===== src/rtl/eprl_pkg.sv =====
// constants and types for the echo profile record library
// What this block does
// - ten profile slots, manual or automatic origin
// - library full: auto replaces oldest auto
// - auto capture never replaces manual records
// - power interruption clears every slot
// - displayed results use present settings
// - per-slot status: empty, A1, A2, U1, U2
// - capture command fills single display buffer
// - save copies buffer to slot as manual
// - clear then enter empties selected slot
// - auto capture enable gates automatic path
// - source select: any, transducer one, two
// - minimum interval in minutes between auto saves
// - level must lie within on/off band
// - unset setpoint skips level band check
// - setpoints range -999 to 9999
// - direction filter: either, filling, emptying
// - filling/emptying needs rate beyond threshold
// - nonzero echo-loss time must be exceeded
// - zero echo-loss time needs no echo loss
package eprl_pkg;
   localparam int SLOT_COUNT    = 10;
   localparam int SLOT_IDX_W    = 4;
   localparam int PROFILE_W     = 32;
   localparam int LEVEL_W       = 16;
   localparam int MINUTES_W     = 14;
   localparam int SECONDS_W     = 14;
   localparam int AGE_W         = 16;
   localparam int CLK_HZ        = 100_000_000;
   localparam int ONE_SECOND_NS = 1_000_000_000;
   localparam int CLK_PERIOD_NS = ONE_SECOND_NS / CLK_HZ;
   localparam int SECOND_CYCLES = ONE_SECOND_NS / CLK_PERIOD_NS;
   localparam int SEC_PER_MIN   = 60;
   localparam logic [LEVEL_W-1:0]   LEVEL_MIN   = 16'hFC19;
   localparam logic [LEVEL_W-1:0]   LEVEL_MAX   = 16'h270F;
   localparam logic [LEVEL_W-1:0]   LEVEL_UNSET = 16'h8000;
   localparam logic [MINUTES_W-1:0] INTERVAL_DEFAULT = 14'h0078;
   localparam logic [SECONDS_W-1:0] ECHO_LOSS_DEFAULT = 14'h0000;

   typedef enum logic [2:0] {
      EPRL_ST_EMPTY = 3'h0,
      EPRL_ST_A1    = 3'h1,
      EPRL_ST_A2    = 3'h2,
      EPRL_ST_U1    = 3'h3,
      EPRL_ST_U2    = 3'h4
   } eprl_status_type;

   typedef enum logic [1:0] {
      EPRL_SRC_ANY = 2'h0,
      EPRL_SRC_ONE = 2'h1,
      EPRL_SRC_TWO = 2'h2
   } eprl_source_type;

   typedef enum logic [1:0] {
      EPRL_DIR_EITHER = 2'h0,
      EPRL_DIR_FILL   = 2'h1,
      EPRL_DIR_EMPTY  = 2'h2
   } eprl_dir_type;

   typedef enum logic [3:0] {
      EPRL_FSM_IDLE    = 4'h1,
      EPRL_FSM_FIRE    = 4'h2,
      EPRL_FSM_CLEARED = 4'h4,
      EPRL_FSM_AUTO    = 4'h8
   } eprl_fsm_type;
endpackage


===== src/rtl/eprl_tick.sv =====
// seconds and minutes tick generator
`timescale 1ns/10ps
`default_nettype none
module eprl_tick (
   // clock and reset
   input  wire logic clk,
   input  wire logic rst,
   // ticks
   output logic      sec_tick,
   output logic      min_tick
);
   logic [26:0] cyc_reg;
   logic [5:0]  sec_reg;

   always_ff @(posedge clk or posedge rst) begin
      if (rst) begin
         cyc_reg  <= 27'h0000000;
         sec_tick <= 1'b0;
      end else if (cyc_reg == 27'(eprl_pkg::SECOND_CYCLES - 1)) begin
         cyc_reg  <= 27'h0000000;
         sec_tick <= 1'b1;
      end else begin
         cyc_reg  <= cyc_reg + 27'h0000001;
         sec_tick <= 1'b0;
      end
   end

   always_ff @(posedge clk or posedge rst) begin
      if (rst) begin
         sec_reg  <= 6'h00;
         min_tick <= 1'b0;
      end else begin
         min_tick <= 1'b0;
         if (sec_tick) begin
            if (sec_reg == 6'(eprl_pkg::SEC_PER_MIN - 1)) begin
               sec_reg  <= 6'h00;
               min_tick <= 1'b1;
            end else begin
               sec_reg <= sec_reg + 6'h01;
            end
         end
      end
   end
endmodule // eprl_tick
`default_nettype wire


===== src/rtl/eprl_library.sv =====
// echo profile record library with manual and automatic capture
`timescale 1ns/10ps
`default_nettype none
module eprl_library (
   // clock and reset (reset also models power interruption)
   input  wire logic                              clk,
   input  wire logic                              rst,
   // operator keypad
   input  wire logic [eprl_pkg::SLOT_IDX_W-1:0]   slot_select,
   input  wire logic                              key_capture,
   input  wire logic                              key_save,
   input  wire logic                              key_clear,
   input  wire logic                              key_enter,
   input  wire logic                              capture_point,
   // echo processor
   output logic                                   fire_req,
   input  wire logic                              profile_valid,
   input  wire logic [eprl_pkg::PROFILE_W-1:0]    profile_data,
   input  wire logic                              profile_point,
   input  wire logic signed [eprl_pkg::LEVEL_W-1:0] level_value,
   input  wire logic signed [eprl_pkg::LEVEL_W-1:0] level_rate,
   input  wire logic                              echo_loss_condition,
   // configuration
   input  wire logic                              auto_capture_enable,
   input  wire logic [1:0]                        auto_capture_source_select,
   input  wire logic [eprl_pkg::MINUTES_W-1:0]    auto_capture_min_interval,
   input  wire logic signed [eprl_pkg::LEVEL_W-1:0] auto_capture_band_on_level,
   input  wire logic signed [eprl_pkg::LEVEL_W-1:0] auto_capture_band_off_level,
   input  wire logic [1:0]                        auto_capture_direction_filter,
   input  wire logic [eprl_pkg::SECONDS_W-1:0]    auto_capture_echo_loss_time,
   input  wire logic signed [eprl_pkg::LEVEL_W-1:0] rising_rate_threshold,
   input  wire logic signed [eprl_pkg::LEVEL_W-1:0] falling_rate_threshold,
   // display
   input  wire logic [eprl_pkg::SLOT_IDX_W-1:0]   view_slot,
   output logic [eprl_pkg::PROFILE_W-1:0]         view_profile,
   output logic [2:0]                             view_status,
   output logic [eprl_pkg::PROFILE_W-1:0]         buffer_profile,
   output logic                                   buffer_valid,
   output logic [2:0]                             selected_status,
   output logic                                   auto_saved
);
   localparam int N = eprl_pkg::SLOT_COUNT;

   eprl_pkg::eprl_fsm_type                 state_reg;
   logic [eprl_pkg::PROFILE_W-1:0]         slot_data_reg [N];
   logic [2:0]                             slot_status_reg [N];
   logic [eprl_pkg::AGE_W-1:0]             slot_age_reg [N];
   logic [eprl_pkg::AGE_W-1:0]             age_count_reg;
   logic [eprl_pkg::MINUTES_W-1:0]         interval_count_reg;
   logic                                   interval_done_reg;
   logic [eprl_pkg::SECONDS_W-1:0]         loss_count_reg;
   logic                                   loss_long_reg;
   logic                                   sec_tick;
   logic                                   min_tick;
   logic                                   sel_ok;
   logic [eprl_pkg::SLOT_IDX_W-1:0]        sel_idx;
   logic                                   auto_ok;
   logic                                   target_ok;
   logic [eprl_pkg::SLOT_IDX_W-1:0]        target_idx;
   logic                                   source_ok;
   logic                                   band_ok;
   logic                                   dir_ok;
   logic                                   filling;
   logic                                   emptying;
   logic signed [eprl_pkg::LEVEL_W-1:0]    band_lo;
   logic signed [eprl_pkg::LEVEL_W-1:0]    band_hi;

   // slot numbers run one to ten; anything else selects nothing
   function automatic logic slot_valid(input logic [eprl_pkg::SLOT_IDX_W-1:0] s);
      slot_valid = (s != 4'h0) && (s <= 4'(N));
   endfunction

   function automatic logic [eprl_pkg::SLOT_IDX_W-1:0] slot_index(
      input logic [eprl_pkg::SLOT_IDX_W-1:0] s);
      slot_index = s - 4'h1;
   endfunction

   function automatic logic is_auto(input logic [2:0] st);
      is_auto = (st == eprl_pkg::EPRL_ST_A1) || (st == eprl_pkg::EPRL_ST_A2);
   endfunction

   eprl_tick u_tick (
      .clk      (clk),
      .rst      (rst),
      .sec_tick (sec_tick),
      .min_tick (min_tick)
   );

   assign sel_ok  = slot_valid(slot_select);
   assign sel_idx = slot_index(slot_select);

   // source match
   always_comb begin
      case (auto_capture_source_select)
         eprl_pkg::EPRL_SRC_ANY: source_ok = 1'b1;
         eprl_pkg::EPRL_SRC_ONE: source_ok = !profile_point;
         eprl_pkg::EPRL_SRC_TWO: source_ok = profile_point;
         default:                source_ok = 1'b0;
      endcase
   end

   // level band, in whatever order the two setpoints are given
   always_comb begin
      band_lo = (auto_capture_band_on_level < auto_capture_band_off_level) ?
                auto_capture_band_on_level : auto_capture_band_off_level;
      band_hi = (auto_capture_band_on_level < auto_capture_band_off_level) ?
                auto_capture_band_off_level : auto_capture_band_on_level;
      if ((auto_capture_band_on_level == eprl_pkg::LEVEL_UNSET) ||
          (auto_capture_band_off_level == eprl_pkg::LEVEL_UNSET)) begin
         band_ok = 1'b1;
      end else begin
         // setpoints outside the legal range never qualify
         band_ok = (band_lo >= $signed(eprl_pkg::LEVEL_MIN)) &&
                   (band_hi <= $signed(eprl_pkg::LEVEL_MAX)) &&
                   (level_value >= band_lo) && (level_value <= band_hi);
      end
   end

   // direction from rate against indicator thresholds
   assign filling  = level_rate > rising_rate_threshold;
   assign emptying = (-level_rate) > falling_rate_threshold;

   always_comb begin
      case (auto_capture_direction_filter)
         eprl_pkg::EPRL_DIR_EITHER: dir_ok = filling || emptying;
         eprl_pkg::EPRL_DIR_FILL:   dir_ok = filling;
         eprl_pkg::EPRL_DIR_EMPTY:  dir_ok = emptying;
         default:                   dir_ok = 1'b0;
      endcase
   end

   // target: lowest empty slot, else oldest automatic slot
   always_comb begin
      logic [eprl_pkg::AGE_W-1:0] best_age;
      logic                       found_empty;
      target_ok   = 1'b0;
      target_idx  = 4'h0;
      best_age    = 16'hFFFF;
      found_empty = 1'b0;
      for (int i = N - 1; i >= 0; i--) begin
         if (slot_status_reg[i] == eprl_pkg::EPRL_ST_EMPTY) begin
            found_empty = 1'b1;
            target_ok   = 1'b1;
            target_idx  = 4'(i);
         end
      end
      if (!found_empty) begin
         for (int i = 0; i < N; i++) begin
            // manual slots are never candidates
            if (is_auto(slot_status_reg[i]) && (slot_age_reg[i] <= best_age)) begin
               target_ok  = 1'b1;
               target_idx = 4'(i);
               best_age   = slot_age_reg[i];
            end
         end
      end
   end

   assign auto_ok = auto_capture_enable && source_ok && interval_done_reg &&
                    band_ok && dir_ok &&
                    ((auto_capture_echo_loss_time == eprl_pkg::ECHO_LOSS_DEFAULT) ||
                     loss_long_reg) &&
                    target_ok;

   // keypad and capture sequencing
   always_ff @(posedge clk or posedge rst) begin
      if (rst) begin
         state_reg <= eprl_pkg::EPRL_FSM_IDLE;
      end else begin
         case (state_reg)
            eprl_pkg::EPRL_FSM_IDLE: begin
               if (key_capture) begin
                  state_reg <= eprl_pkg::EPRL_FSM_FIRE;
               end else if (key_clear) begin
                  state_reg <= eprl_pkg::EPRL_FSM_CLEARED;
               end else if (profile_valid && auto_ok && !key_save) begin
                  state_reg <= eprl_pkg::EPRL_FSM_AUTO;
               end
            end
            eprl_pkg::EPRL_FSM_FIRE: begin
               if (profile_valid) begin
                  state_reg <= eprl_pkg::EPRL_FSM_IDLE;
               end
            end
            eprl_pkg::EPRL_FSM_CLEARED: begin
               // enter completes the delete; capture or save abandons it, clear keeps waiting
               if (key_enter || key_capture || key_save) begin
                  state_reg <= eprl_pkg::EPRL_FSM_IDLE;
               end
            end
            eprl_pkg::EPRL_FSM_AUTO: begin
               state_reg <= eprl_pkg::EPRL_FSM_IDLE;
            end
            default: begin
               state_reg <= eprl_pkg::EPRL_FSM_IDLE;
            end
         endcase
      end
   end

   assign fire_req = (state_reg == eprl_pkg::EPRL_FSM_FIRE);

   // manual capture buffer
   always_ff @(posedge clk or posedge rst) begin
      if (rst) begin
         buffer_profile <= 32'h00000000;
         buffer_valid   <= 1'b0;
      end else if ((state_reg == eprl_pkg::EPRL_FSM_FIRE) && profile_valid) begin
         buffer_profile <= profile_data;
         buffer_valid   <= 1'b1;
      end
   end

   // held capture data for the auto store cycle
   logic [eprl_pkg::PROFILE_W-1:0]  auto_data_reg;
   logic                            auto_point_reg;
   logic [eprl_pkg::SLOT_IDX_W-1:0] auto_idx_reg;

   always_ff @(posedge clk or posedge rst) begin
      if (rst) begin
         auto_data_reg  <= 32'h00000000;
         auto_point_reg <= 1'b0;
         auto_idx_reg   <= 4'h0;
      end else if ((state_reg == eprl_pkg::EPRL_FSM_IDLE) && profile_valid) begin
         auto_data_reg  <= profile_data;
         auto_point_reg <= profile_point;
         auto_idx_reg   <= target_idx;
      end
   end

   // slot storage, one generate slice per slot
   generate
      for (genvar g = 0; g < N; g++) begin : g_slot
         logic hit_sel;
         logic hit_auto;
         assign hit_sel  = sel_ok && (sel_idx == 4'(g));
         assign hit_auto = (state_reg == eprl_pkg::EPRL_FSM_AUTO) && (auto_idx_reg == 4'(g));
         always_ff @(posedge clk or posedge rst) begin
            if (rst) begin
               slot_status_reg[g] <= eprl_pkg::EPRL_ST_EMPTY;
               slot_data_reg[g]   <= 32'h00000000;
               slot_age_reg[g]    <= 16'h0000;
            end else if ((state_reg == eprl_pkg::EPRL_FSM_CLEARED) && key_enter &&
                         hit_sel) begin
               slot_status_reg[g] <= eprl_pkg::EPRL_ST_EMPTY;
            end else if ((state_reg == eprl_pkg::EPRL_FSM_IDLE) && key_save &&
                         !key_capture && !key_clear && hit_sel && buffer_valid) begin
               slot_data_reg[g]   <= buffer_profile;
               slot_status_reg[g] <= capture_point ? eprl_pkg::EPRL_ST_U2 :
                                                     eprl_pkg::EPRL_ST_U1;
            end else if (hit_auto) begin
               slot_data_reg[g]   <= auto_data_reg;
               slot_status_reg[g] <= auto_point_reg ? eprl_pkg::EPRL_ST_A2 :
                                                      eprl_pkg::EPRL_ST_A1;
               slot_age_reg[g]    <= age_count_reg;
            end
         end
      end
   endgenerate

   // age stamp grows with each auto save; wrap is not expected in practice
   always_ff @(posedge clk or posedge rst) begin
      if (rst) begin
         age_count_reg <= 16'h0000;
      end else if (state_reg == eprl_pkg::EPRL_FSM_AUTO) begin
         age_count_reg <= age_count_reg + 16'h0001;
      end
   end

   // minimum interval since last auto save, counted in minutes
   always_ff @(posedge clk or posedge rst) begin
      if (rst) begin
         interval_count_reg <= 14'h0000;
         interval_done_reg  <= 1'b1;
      end else if (state_reg == eprl_pkg::EPRL_FSM_AUTO) begin
         interval_count_reg <= 14'h0000;
         interval_done_reg  <= (auto_capture_min_interval == 14'h0000);
      end else if (!interval_done_reg && min_tick) begin
         interval_count_reg <= interval_count_reg + 14'h0001;
         if ((interval_count_reg + 14'h0001) >= auto_capture_min_interval) begin
            interval_done_reg <= 1'b1;
         end
      end
   end

   // echo loss duration in seconds; must run past the setting
   always_ff @(posedge clk or posedge rst) begin
      if (rst) begin
         loss_count_reg <= 14'h0000;
         loss_long_reg  <= 1'b0;
      end else if (!echo_loss_condition) begin
         loss_count_reg <= 14'h0000;
         loss_long_reg  <= 1'b0;
      end else if (sec_tick && !loss_long_reg) begin
         loss_count_reg <= loss_count_reg + 14'h0001;
         if (loss_count_reg >= auto_capture_echo_loss_time) begin
            loss_long_reg <= 1'b1;
         end
      end
   end

   // stored raw profile only; results are derived downstream from live settings
   always_ff @(posedge clk or posedge rst) begin
      if (rst) begin
         view_profile    <= 32'h00000000;
         view_status     <= eprl_pkg::EPRL_ST_EMPTY;
         selected_status <= eprl_pkg::EPRL_ST_EMPTY;
         auto_saved      <= 1'b0;
      end else begin
         view_profile    <= slot_valid(view_slot) ?
                            slot_data_reg[slot_index(view_slot)] : 32'h00000000;
         view_status     <= slot_valid(view_slot) ?
                            slot_status_reg[slot_index(view_slot)] : eprl_pkg::EPRL_ST_EMPTY;
         selected_status <= sel_ok ? slot_status_reg[sel_idx] : eprl_pkg::EPRL_ST_EMPTY;
         auto_saved      <= (state_reg == eprl_pkg::EPRL_FSM_AUTO);
      end
   end
endmodule // eprl_library
`default_nettype wire


===== config.mk =====
export PLATFORM = sky130hd
export DESIGN_NAME = eprl_library
export DESIGN_NICKNAME = d
export VERILOG_FILES = /design/src/rtl/eprl_pkg.sv /design/src/rtl/eprl_tick.sv /design/src/rtl/eprl_library.sv
export SDC_FILE = /design/constraint.sdc
export NUM_CORES = 2
export LEC_CHECK = 0
export BUFFER_PORTS_ARGS = -buffer_cell sky130_fd_sc_hd__buf_2
export CELL_PAD_IN_SITES_DETAIL_PLACEMENT = 0
export CELL_PAD_IN_SITES_GLOBAL_PLACEMENT = 1
export CORE_MARGIN = 3
export CORE_UTILIZATION = 40
export DETAILED_ROUTE_END_ITERATION = 16
export PLACE_DENSITY = 0.67
export SLEW_MARGIN = 5
export SYNTH_ARGS = -nofsm -noshare
export SYNTH_HDL_FRONTEND = slang
export SYNTH_SLANG_ARGS = --single-unit

===== constraint.sdc =====
create_clock -name clk -period 63.6 [get_ports clk]
set_input_delay 19.08 -clock clk [delete_from_list [all_inputs] [get_ports clk]]
set_output_delay 19.08 -clock clk [all_outputs]
set_load 0.01 [all_outputs]

---- Word level (Yosys, flattened, before mapping) ----
Cells that the tools add are included.
cells by class
  add/sub/neg operators ................... 8
  reductions and logical operators ........ 165
  mux-type cells .......................... 150
  equality and inequality tests ........... 55
  bitwise operators ....................... 22
  magnitude comparators ................... 23
operator list
  operator                                             number
  2-to-1 mux 32 bit                                    23
  2-to-1 mux 16 bit                                    20
  <= comparator 16 bit                                 10
  binary-select mux 32 bit (select 4 bit)              1
  2-to-1 mux 3 bit                                     37
  2-to-1 mux 4 bit                                     26
  logical AND 1 bit                                    81
  2-to-1 mux 14 bit                                    4
  equality test 4 x 3 -> 1 bit, second input constant  9
  AND reduction 3 bit                                  11
  equality test 16 bit, second input constant          2
  greater-than comparator 16 bit                       2
  2-to-1 mux 1 bit                                     31
  equality test 3 x 1 -> 1 bit, second input constant  10
  equality test 3 x 2 -> 1 bit, second input constant  10
  logical NOT 3 bit                                    10
  nonzero test 3 bit                                   10
  adder 14 x 1 -> 14 bit, second input constant        2
  greater-or-equal comparator 14 bit                   2
  logical NOT 14 bit                                   2
  adder 27 x 1 -> 27 bit, second input constant        1
  equality test 27 bit, second input constant          1
  2-to-1 mux 27 bit                                    1
  binary-select mux 3 bit (select 4 bit)               2
  other kinds (33)                                     115
word-level totals
  output and inout port bits .............. 73
  input bits .............................. 179
  register bits ........................... 704
  word-level logic and storage cells ...... 472

---- Logic depth before layout (Yosys ltp) ----
  depth in word-level cells ............... 55
  gate-level depth with buffers ........... 118

---- Modules after synthesis ----
Synthesis repeated with hierarchy kept, for this count alone.
unflattened totals
  cell total of the unflattened synthesis .. 4275
  area, all modules ....................... 42391.9 um^2
modules (own cells, without submodules)
  module        instances  area an instance (um^2)  cells each  seq. area each (um^2)
  eprl_library  1          40697.8                  4111        16743.6
  eprl_tick     1          1694.1                   164         875.8

---- Worst setup path after synthesis ----
Ideal clock, no wire load.
  kind .................................... input port to flip-flop
  start ................................... in auto_capture_band_off_level[1] in the netlist's numbering
  end ..................................... reg state_reg[3]
  data arrival time ....................... 23433 ps
  library setup time ...................... 120 ps
  path buffers ............................ 1
  stages .................................. 26
  path slack .............................. 40047 ps
  required time ........................... 63480 ps
  path through ............................ inv_1 > ha_1 > a21o_1 > a21o_1 > a21o_1 > a21oi_1 > o21ai_0 > a31oi_1 > nor3_1 > a2bb2oi_1 > clkbuf_1 > mux2i_1 > ha_1 > nor2b_1 > o21a_1 > o21a_1 > o21a_1 > o21a_1 > o21a_1 > o21a_1 > o21a_1 > o31ai_1 > a221oi_1 > o211ai_1 > a21oi_1 > and4_1
between the ends
  longest elaborated chain between the ends .. 15
ends and longest elaborated chain
  what                                                                                            line                                      text
  start: declaration                                                                              eprl_library.sv:28                        input wire logic signed [eprl_pkg::LEVEL_W-1:0] auto_capture_band_off_level,
  less-than comparator 16 bit                                                                     eprl_library.sv:104, eprl_library.sv:106
  2-to-1 mux 16 bit, on equally long branches                                                     eprl_library.sv:104, eprl_library.sv:106
  greater-or-equal comparator 16 x 11 -> 1 bit or <= comparator 16 x 15 -> 1 bit (tied branches)  eprl_library.sv:113, eprl_library.sv:114
  logical AND 1 bit                                                                               eprl_library.sv:113                       band_ok = (band_lo >= $signed(eprl_pkg::LEVEL_MIN)) &&
  logical AND 1 bit                                                                               eprl_library.sv:114                       (band_hi <= $signed(eprl_pkg::LEVEL_MAX)) &&
  logical AND 1 bit                                                                               eprl_library.sv:115                       (level_value >= band_lo) && (level_value <= band_hi);
  2-to-1 mux 1 bit (*)                                                                            eprl_library.sv:108                       if ((auto_capture_band_on_level == eprl_pkg::LEVEL_UNSET) ||
  logical AND 1 bit (*)                                                                           eprl_library.sv:159                       assign auto_ok = auto_capture_enable && source_ok && interval_done_reg &&
  logical AND 1 bit (*) (2 in a row)                                                              eprl_library.sv:160                       band_ok && dir_ok &&
  logical AND 1 bit (*)                                                                           eprl_library.sv:162                       loss_long_reg) &&
  logical AND 1 bit (*) (2 in a row)                                                              eprl_library.sv:176                       end else if (profile_valid && auto_ok && !key_save) begin
  inequality test 4 bit (no source line) (*)                                                      n/a
  AND reduction 3 bit (no source line) (*)                                                        n/a
  end signal: assignment                                                                          eprl_library.sv:175                       state_reg <= eprl_pkg::EPRL_FSM_CLEARED;
  end signal: assignment                                                                          eprl_library.sv:177                       state_reg <= eprl_pkg::EPRL_FSM_AUTO;
  end signal: assignment                                                                          eprl_library.sv:182                       state_reg <= eprl_pkg::EPRL_FSM_IDLE;
  end: declaration                                                                                eprl_library.sv:44                        eprl_pkg::eprl_fsm_type state_reg;
Every way passes the cells marked *; elsewhere a longest branch is shown, timed or not.
A chain may end at the register's enable or synchronous reset.

---- Final worst setup path ----
  start ................................... reg slot_status_reg[27] in the netlist's numbering
  end ..................................... reg state_reg[3]
between the ends
  longest elaborated chain between the ends .. 46
ends and longest elaborated chain
  what                                                                          line                 text
  start: declaration                                                            eprl_library.sv:46   logic [2:0] slot_status_reg [N];
  start signal: indexed assignment                                              eprl_library.sv:240  slot_status_reg[g] <= eprl_pkg::EPRL_ST_EMPTY;
  start signal: indexed assignment                                              eprl_library.sv:245  slot_status_reg[g] <= eprl_pkg::EPRL_ST_EMPTY;
  start signal: indexed assignment                                              eprl_library.sv:249  slot_status_reg[g] <= capture_point ? eprl_pkg::EPRL_ST_U2 :
  equality test 3 x 1 -> 1 bit or equality test 3 x 2 -> 1 bit (tied branches)  eprl_library.sv:79   is_auto = (st == eprl_pkg::EPRL_ST_A1) || (st == eprl_pkg::EPRL_ST_A2);
  logical OR 1 bit                                                              eprl_library.sv:79
  logical AND 1 bit                                                             eprl_library.sv:150  if (is_auto(slot_status_reg[i]) && (slot_age_reg[i] <= best_age)) begin
  2-to-1 mux 16 bit                                                             eprl_library.sv:150
  2-to-1 mux 16 bit                                                             eprl_library.sv:147  if (!found_empty) begin
  <= comparator 16 bit                                                          eprl_library.sv:150
  logical AND 1 bit                                                             eprl_library.sv:150
  2-to-1 mux 16 bit                                                             eprl_library.sv:150
  [29 not listed]                                                               n/a
  <= comparator 16 bit                                                          eprl_library.sv:150
  logical AND 1 bit                                                             eprl_library.sv:150
  2-to-1 mux 1 bit                                                              eprl_library.sv:150
  2-to-1 mux 1 bit (*)                                                          eprl_library.sv:147
  logical AND 1 bit (*)                                                         eprl_library.sv:162
  logical AND 1 bit (*) (2 in a row)                                            eprl_library.sv:176
  inequality test 4 bit (no source line) (*)                                    n/a
  AND reduction 3 bit (no source line) (*)                                      n/a
Every way passes the cells marked *; elsewhere a longest branch is shown, timed or not. The select of a mux whose other input is x is not followed.

==> qor_table.md <==
| Quantity | Reported | Unit |
|---|---|---|
| Status | finished clean | - |
| Async set or reset register ratio after synthesis | 100 | % |
| Number of antenna violations at the first check in global routing | 8 | - |
| Latest clock arrival within the worst-skew pair | 670 | ps |
| Slew HR | 22.4 | % |
| Max-slew violations | 0 | - |
| Boundary Pins | 252 | - |
| Net Sw Frac | 36.6 | % |
| Wire length after detailed routing | 122000 | um |
| Worst IR drop on VDD | 0.0237 | mV |
| Final number of hold-violating endpoints | 0 | - |
| Global Route met3 Usage | 3.00 | % |
| Cell type contributing the most total cell area after synthesis | sky130_fd_sc_hd__dfrtp_1 | - |
| Sum of net half-perimeters after detailed placement | 79600 | um |
| Vias | 31800 | - |
| Maximum fanout encountered on the critical timing path | 32 | - |
| Ranking of synthesized cells by area | sky130_fd_sc_hd__dfrtp_1, sky130_fd_sc_hd__mux2i_1, sky130_fd_sc_hd__ha_1 | - |
| Max stage delay on crit path | 770 | ps |
| CTS tree | done | - |
| Starting density of the core | 40.6 | % |
| Worst path required time | 64180 | ps |
| Register clock-pin slew on the reported worst setup and hold paths | 60 | ps |
| PwrDens | 35.8 | nW/um^2 |
| Sequential fraction of the synthesis area | 41.5 | % |
| Net Count, Synth | 4713 | - |
| Setup repair bufs after CTS | 0 | - |
| Resize count post-CTS | 0 | - |
| Die span in x | 332 | um |
| Kind of start point of the critical path | flip-flop | - |
| Detailed-routing iteration count for the pre-antenna-repair pass | 5 | - |
| Via-to-Cell Ratio | 5.47 | - |
| Area added between synthesis and finish | 12.2 | % |
| Most instantiated library cell after synthesis | sky130_fd_sc_hd__dfrtp_1 | - |
| Standard cell core area | 105000 | sq um |
| Slew at the pin closest to its max-slew limit | 1160 | ps |
| Top flip-flop cell by instance count after synthesis | sky130_fd_sc_hd__dfrtp_1 | - |
| Post-Place Cell Area | 44900 | sq um |
| Clock root buffer master | sky130_fd_sc_hd__clkbuf_16 | - |
| F_max | 40.7 | MHz |
| Final #Nets | 4803 | - |
| Synthesized cell area | 42500 | sq um |
| Violation count after the first detailed-routing iteration | 2198 | - |
| Period Utilization, post-route | 38.6 | % |
| Final worst clock skew | 32.0 | ps |
| Part of the power in registers | 35.7 | % |
| Worst Hold Class | flip-flop to flip-flop | - |
| Fraction of power consumed by the clock network | 28.5 | % |
| Finished Core Util | 45.6 | % |
| Maximum number of pins on one net before global-route repair | 143 | - |
| # setup viols final | 0 | - |
| Cell row count | 118 | - |
| NetSw | 0.000625 | W |
| Setup TNS | 0 | ps |
| Startpoint-to-endpoint class of the critical path | flip-flop to flip-flop | - |
| CTS Buffer Depth | 3 | - |
| Via count of the first global-routing pass | 31900 | - |
| Routed wirelength normalized by instance count | 21.0 | um |
| Max-capacitance violation count | 0 | - |
| Hold Buf Count CTS | 0 | - |
| Remaining design rule violation count | 0 | - |
| First-pass GRT wire length | 192000 | um |
| Number of flops mapped to enable cells by yosys | 0 | - |
| Port-buffer cells | 251 | - |
| Post-layout min period | 24580 | ps |
| Register bit count reported by yosys | 704 | - |
| Overall overflow remaining after global route | 0 | - |
| Most used cell along the critical path | sky130_fd_sc_hd__a21o_1 | - |
| Leak | 23.2 | nW |
| YS warnings | 0 | - |
| RD Place Congestion | 0.836 | - |
| Slowest stage cell, crit path | sky130_fd_sc_hd__nor4_1 | - |
| Number of H-tree levels | 3 | - |
| Element type at the critical path end | flip-flop | - |
| Post-route antenna net violation count | 0 | - |
| Die height | 332 | um |
| GRT Util Overall | 21.9 | % |
| Final std cell area, no fill | 47700 | sq um |
| Inserted Clock Buffers | 83 | - |
| Num Clock Sinks | 704 | - |
| Distinct cell type count after synthesis | 83 | - |
| Cell count after synthesis | 4276 | - |
| Area share of the largest cell type after synthesis | 41.3 | % |
| Total internal power | 0.00108 | W |
| Logic gate share of total power | 35.8 | % |
| Worst Path Arrival | 25160 | ps |
| Share of cells above drive strength 1 | 19.3 | % |
| Routing usage on met2 | 36.5 | % |
| Grt peak-use layer | met2 | - |
| Die area | 110000 | sq um |
| Average footprint of a synthesized cell | 9.94 | sq um |
| Max FFs per register | 320 | - |
| Met1 layer usage reported by global route | 30.1 | % |
| Most common library cells after synthesis | sky130_fd_sc_hd__dfrtp_1, sky130_fd_sc_hd__nor2_1, sky130_fd_sc_hd__a21oi_1, sky130_fd_sc_hd__mux2i_1, sky130_fd_sc_hd__nand2_1 | - |
| RSZ-0062 raised after global routing | false | - |
==> power groups by stage <==
stage	sequential (W)	combinational [W]	clock [W]
after global placement	0.000617	0.000608	0
after CTS	0.000609	0.000616	0.000497
final	0.000609	0.000611	0.000485
after floorplan	0.000549	0.000509	0
after detailed placement	0.000617	0.000613	0
after global routing	0.000622	0.000687	0.000515
==> area by class of cell <==
class | instances | area [sq um]
sequential | 704 | 17600
inverter | 221 | 837
antenna | 7 | 17.5
tap | 1380 | 1730
clock buffer | 117 | 2350
timing repair buffer | 298 | 1630
fill | 10000 | 56800
clock inverter | 33 | 418
multi-input combinational | 3058 | 23100
==> worst max-delay path, delay by kind of cell (launching register included) <==
family                   cells  cell delay [ps]
buffers and inverters       10             1680
multiplexers                 7             2520
adder cells (fa/ha/maj)      9             2220
flip-flops                   1              460
XOR/XNOR                     1              260
AND/OR/NAND/NOR             24             6110
AO/OA/AOI/OAI               52            11140
==> cell families (layout without fill, tap and decap cells) <==
logic type,Yosys count,count (layout),share of synthesized area [%]
AO/OA/AOI/OAI,765,765,11.1
AND/OR/NAND/NOR,1213,1213,12.8
XOR/XNOR,106,106,2.20
buffers and inverters,514,669,4.64
other,0,7,0
flip-flops,704,704,41.5
multiplexers,716,716,20.2
adder cells (fa/ha/maj),258,258,7.60
==> path summary, 6_finish.rpt <==
kind	startpoint	slack (ps)	end	cells past startpoint
worst max-delay path	slot_status_reg[27]$_DFFE_PP0P_	39020	state_reg[3]$_DFFE_PP0P_	103
max in group asynchronous	rst	42730	u_tick.cyc_reg[17]$_DFF_PP0_	4
min in group asynchronous	rst	18600	buffer_profile[9]$_DFFE_PP0P_	2
worst min register to register	u_tick.cyc_reg[4]$_DFF_PP0_	470	u_tick.cyc_reg[4]$_DFF_PP0_	1
worst max register to register	slot_status_reg[27]$_DFFE_PP0P_	39020	state_reg[3]$_DFFE_PP0P_	103
worst min-delay path	u_tick.cyc_reg[4]$_DFF_PP0_	470	u_tick.cyc_reg[4]$_DFF_PP0_	1
==> stage by stage <==
| stage | power (W) | instances | hold slack, ps | setup slack, ps |
|---|---|---|---|---|
| 5_1_grt | 0.00182 | 5816 | 492 | 36920 |
| 3_5_place_dp | 0.00123 | 5661 | 460 | 39150 |
| 4_1_cts | 0.00172 | 5811 | 475 | 39060 |
| 6_report | 0.00171 | 5818 | 469 | 39020 |
| 3_3_place_gp | 0.00123 | 5661 | 455 | 39700 |
| 2_1_floorplan | 0.00106 | 4276 | 438 | 24780 |
==> metal layers <==
metal  up-vias  part of all wire (%)
li1      15300                     -
met1     15600                    46
met2       697                    48
met3       149                   4.5
met4         6                   2.0
met5         -                 0.034
==> cell usage in the layout, fill, tap and decap left out, types with 91 or more instances in the layout <==
| cell type | instances |
|---|---|
| sky130_fd_sc_hd__nor2_1 | 492 |
| sky130_fd_sc_hd__o21ai_0 | 91 |
| sky130_fd_sc_hd__mux2i_1 | 346 |
| sky130_fd_sc_hd__ha_1 | 257 |
| sky130_fd_sc_hd__inv_1 | 217 |
| sky130_fd_sc_hd__mux2_2 | 262 |
| sky130_fd_sc_hd__a21oi_1 | 371 |
| sky130_fd_sc_hd__dfrtp_1 | 702 |
| sky130_fd_sc_hd__buf_2 | 250 |
| sky130_fd_sc_hd__nand2_1 | 316 |
(Power assumes the default switching activity.)
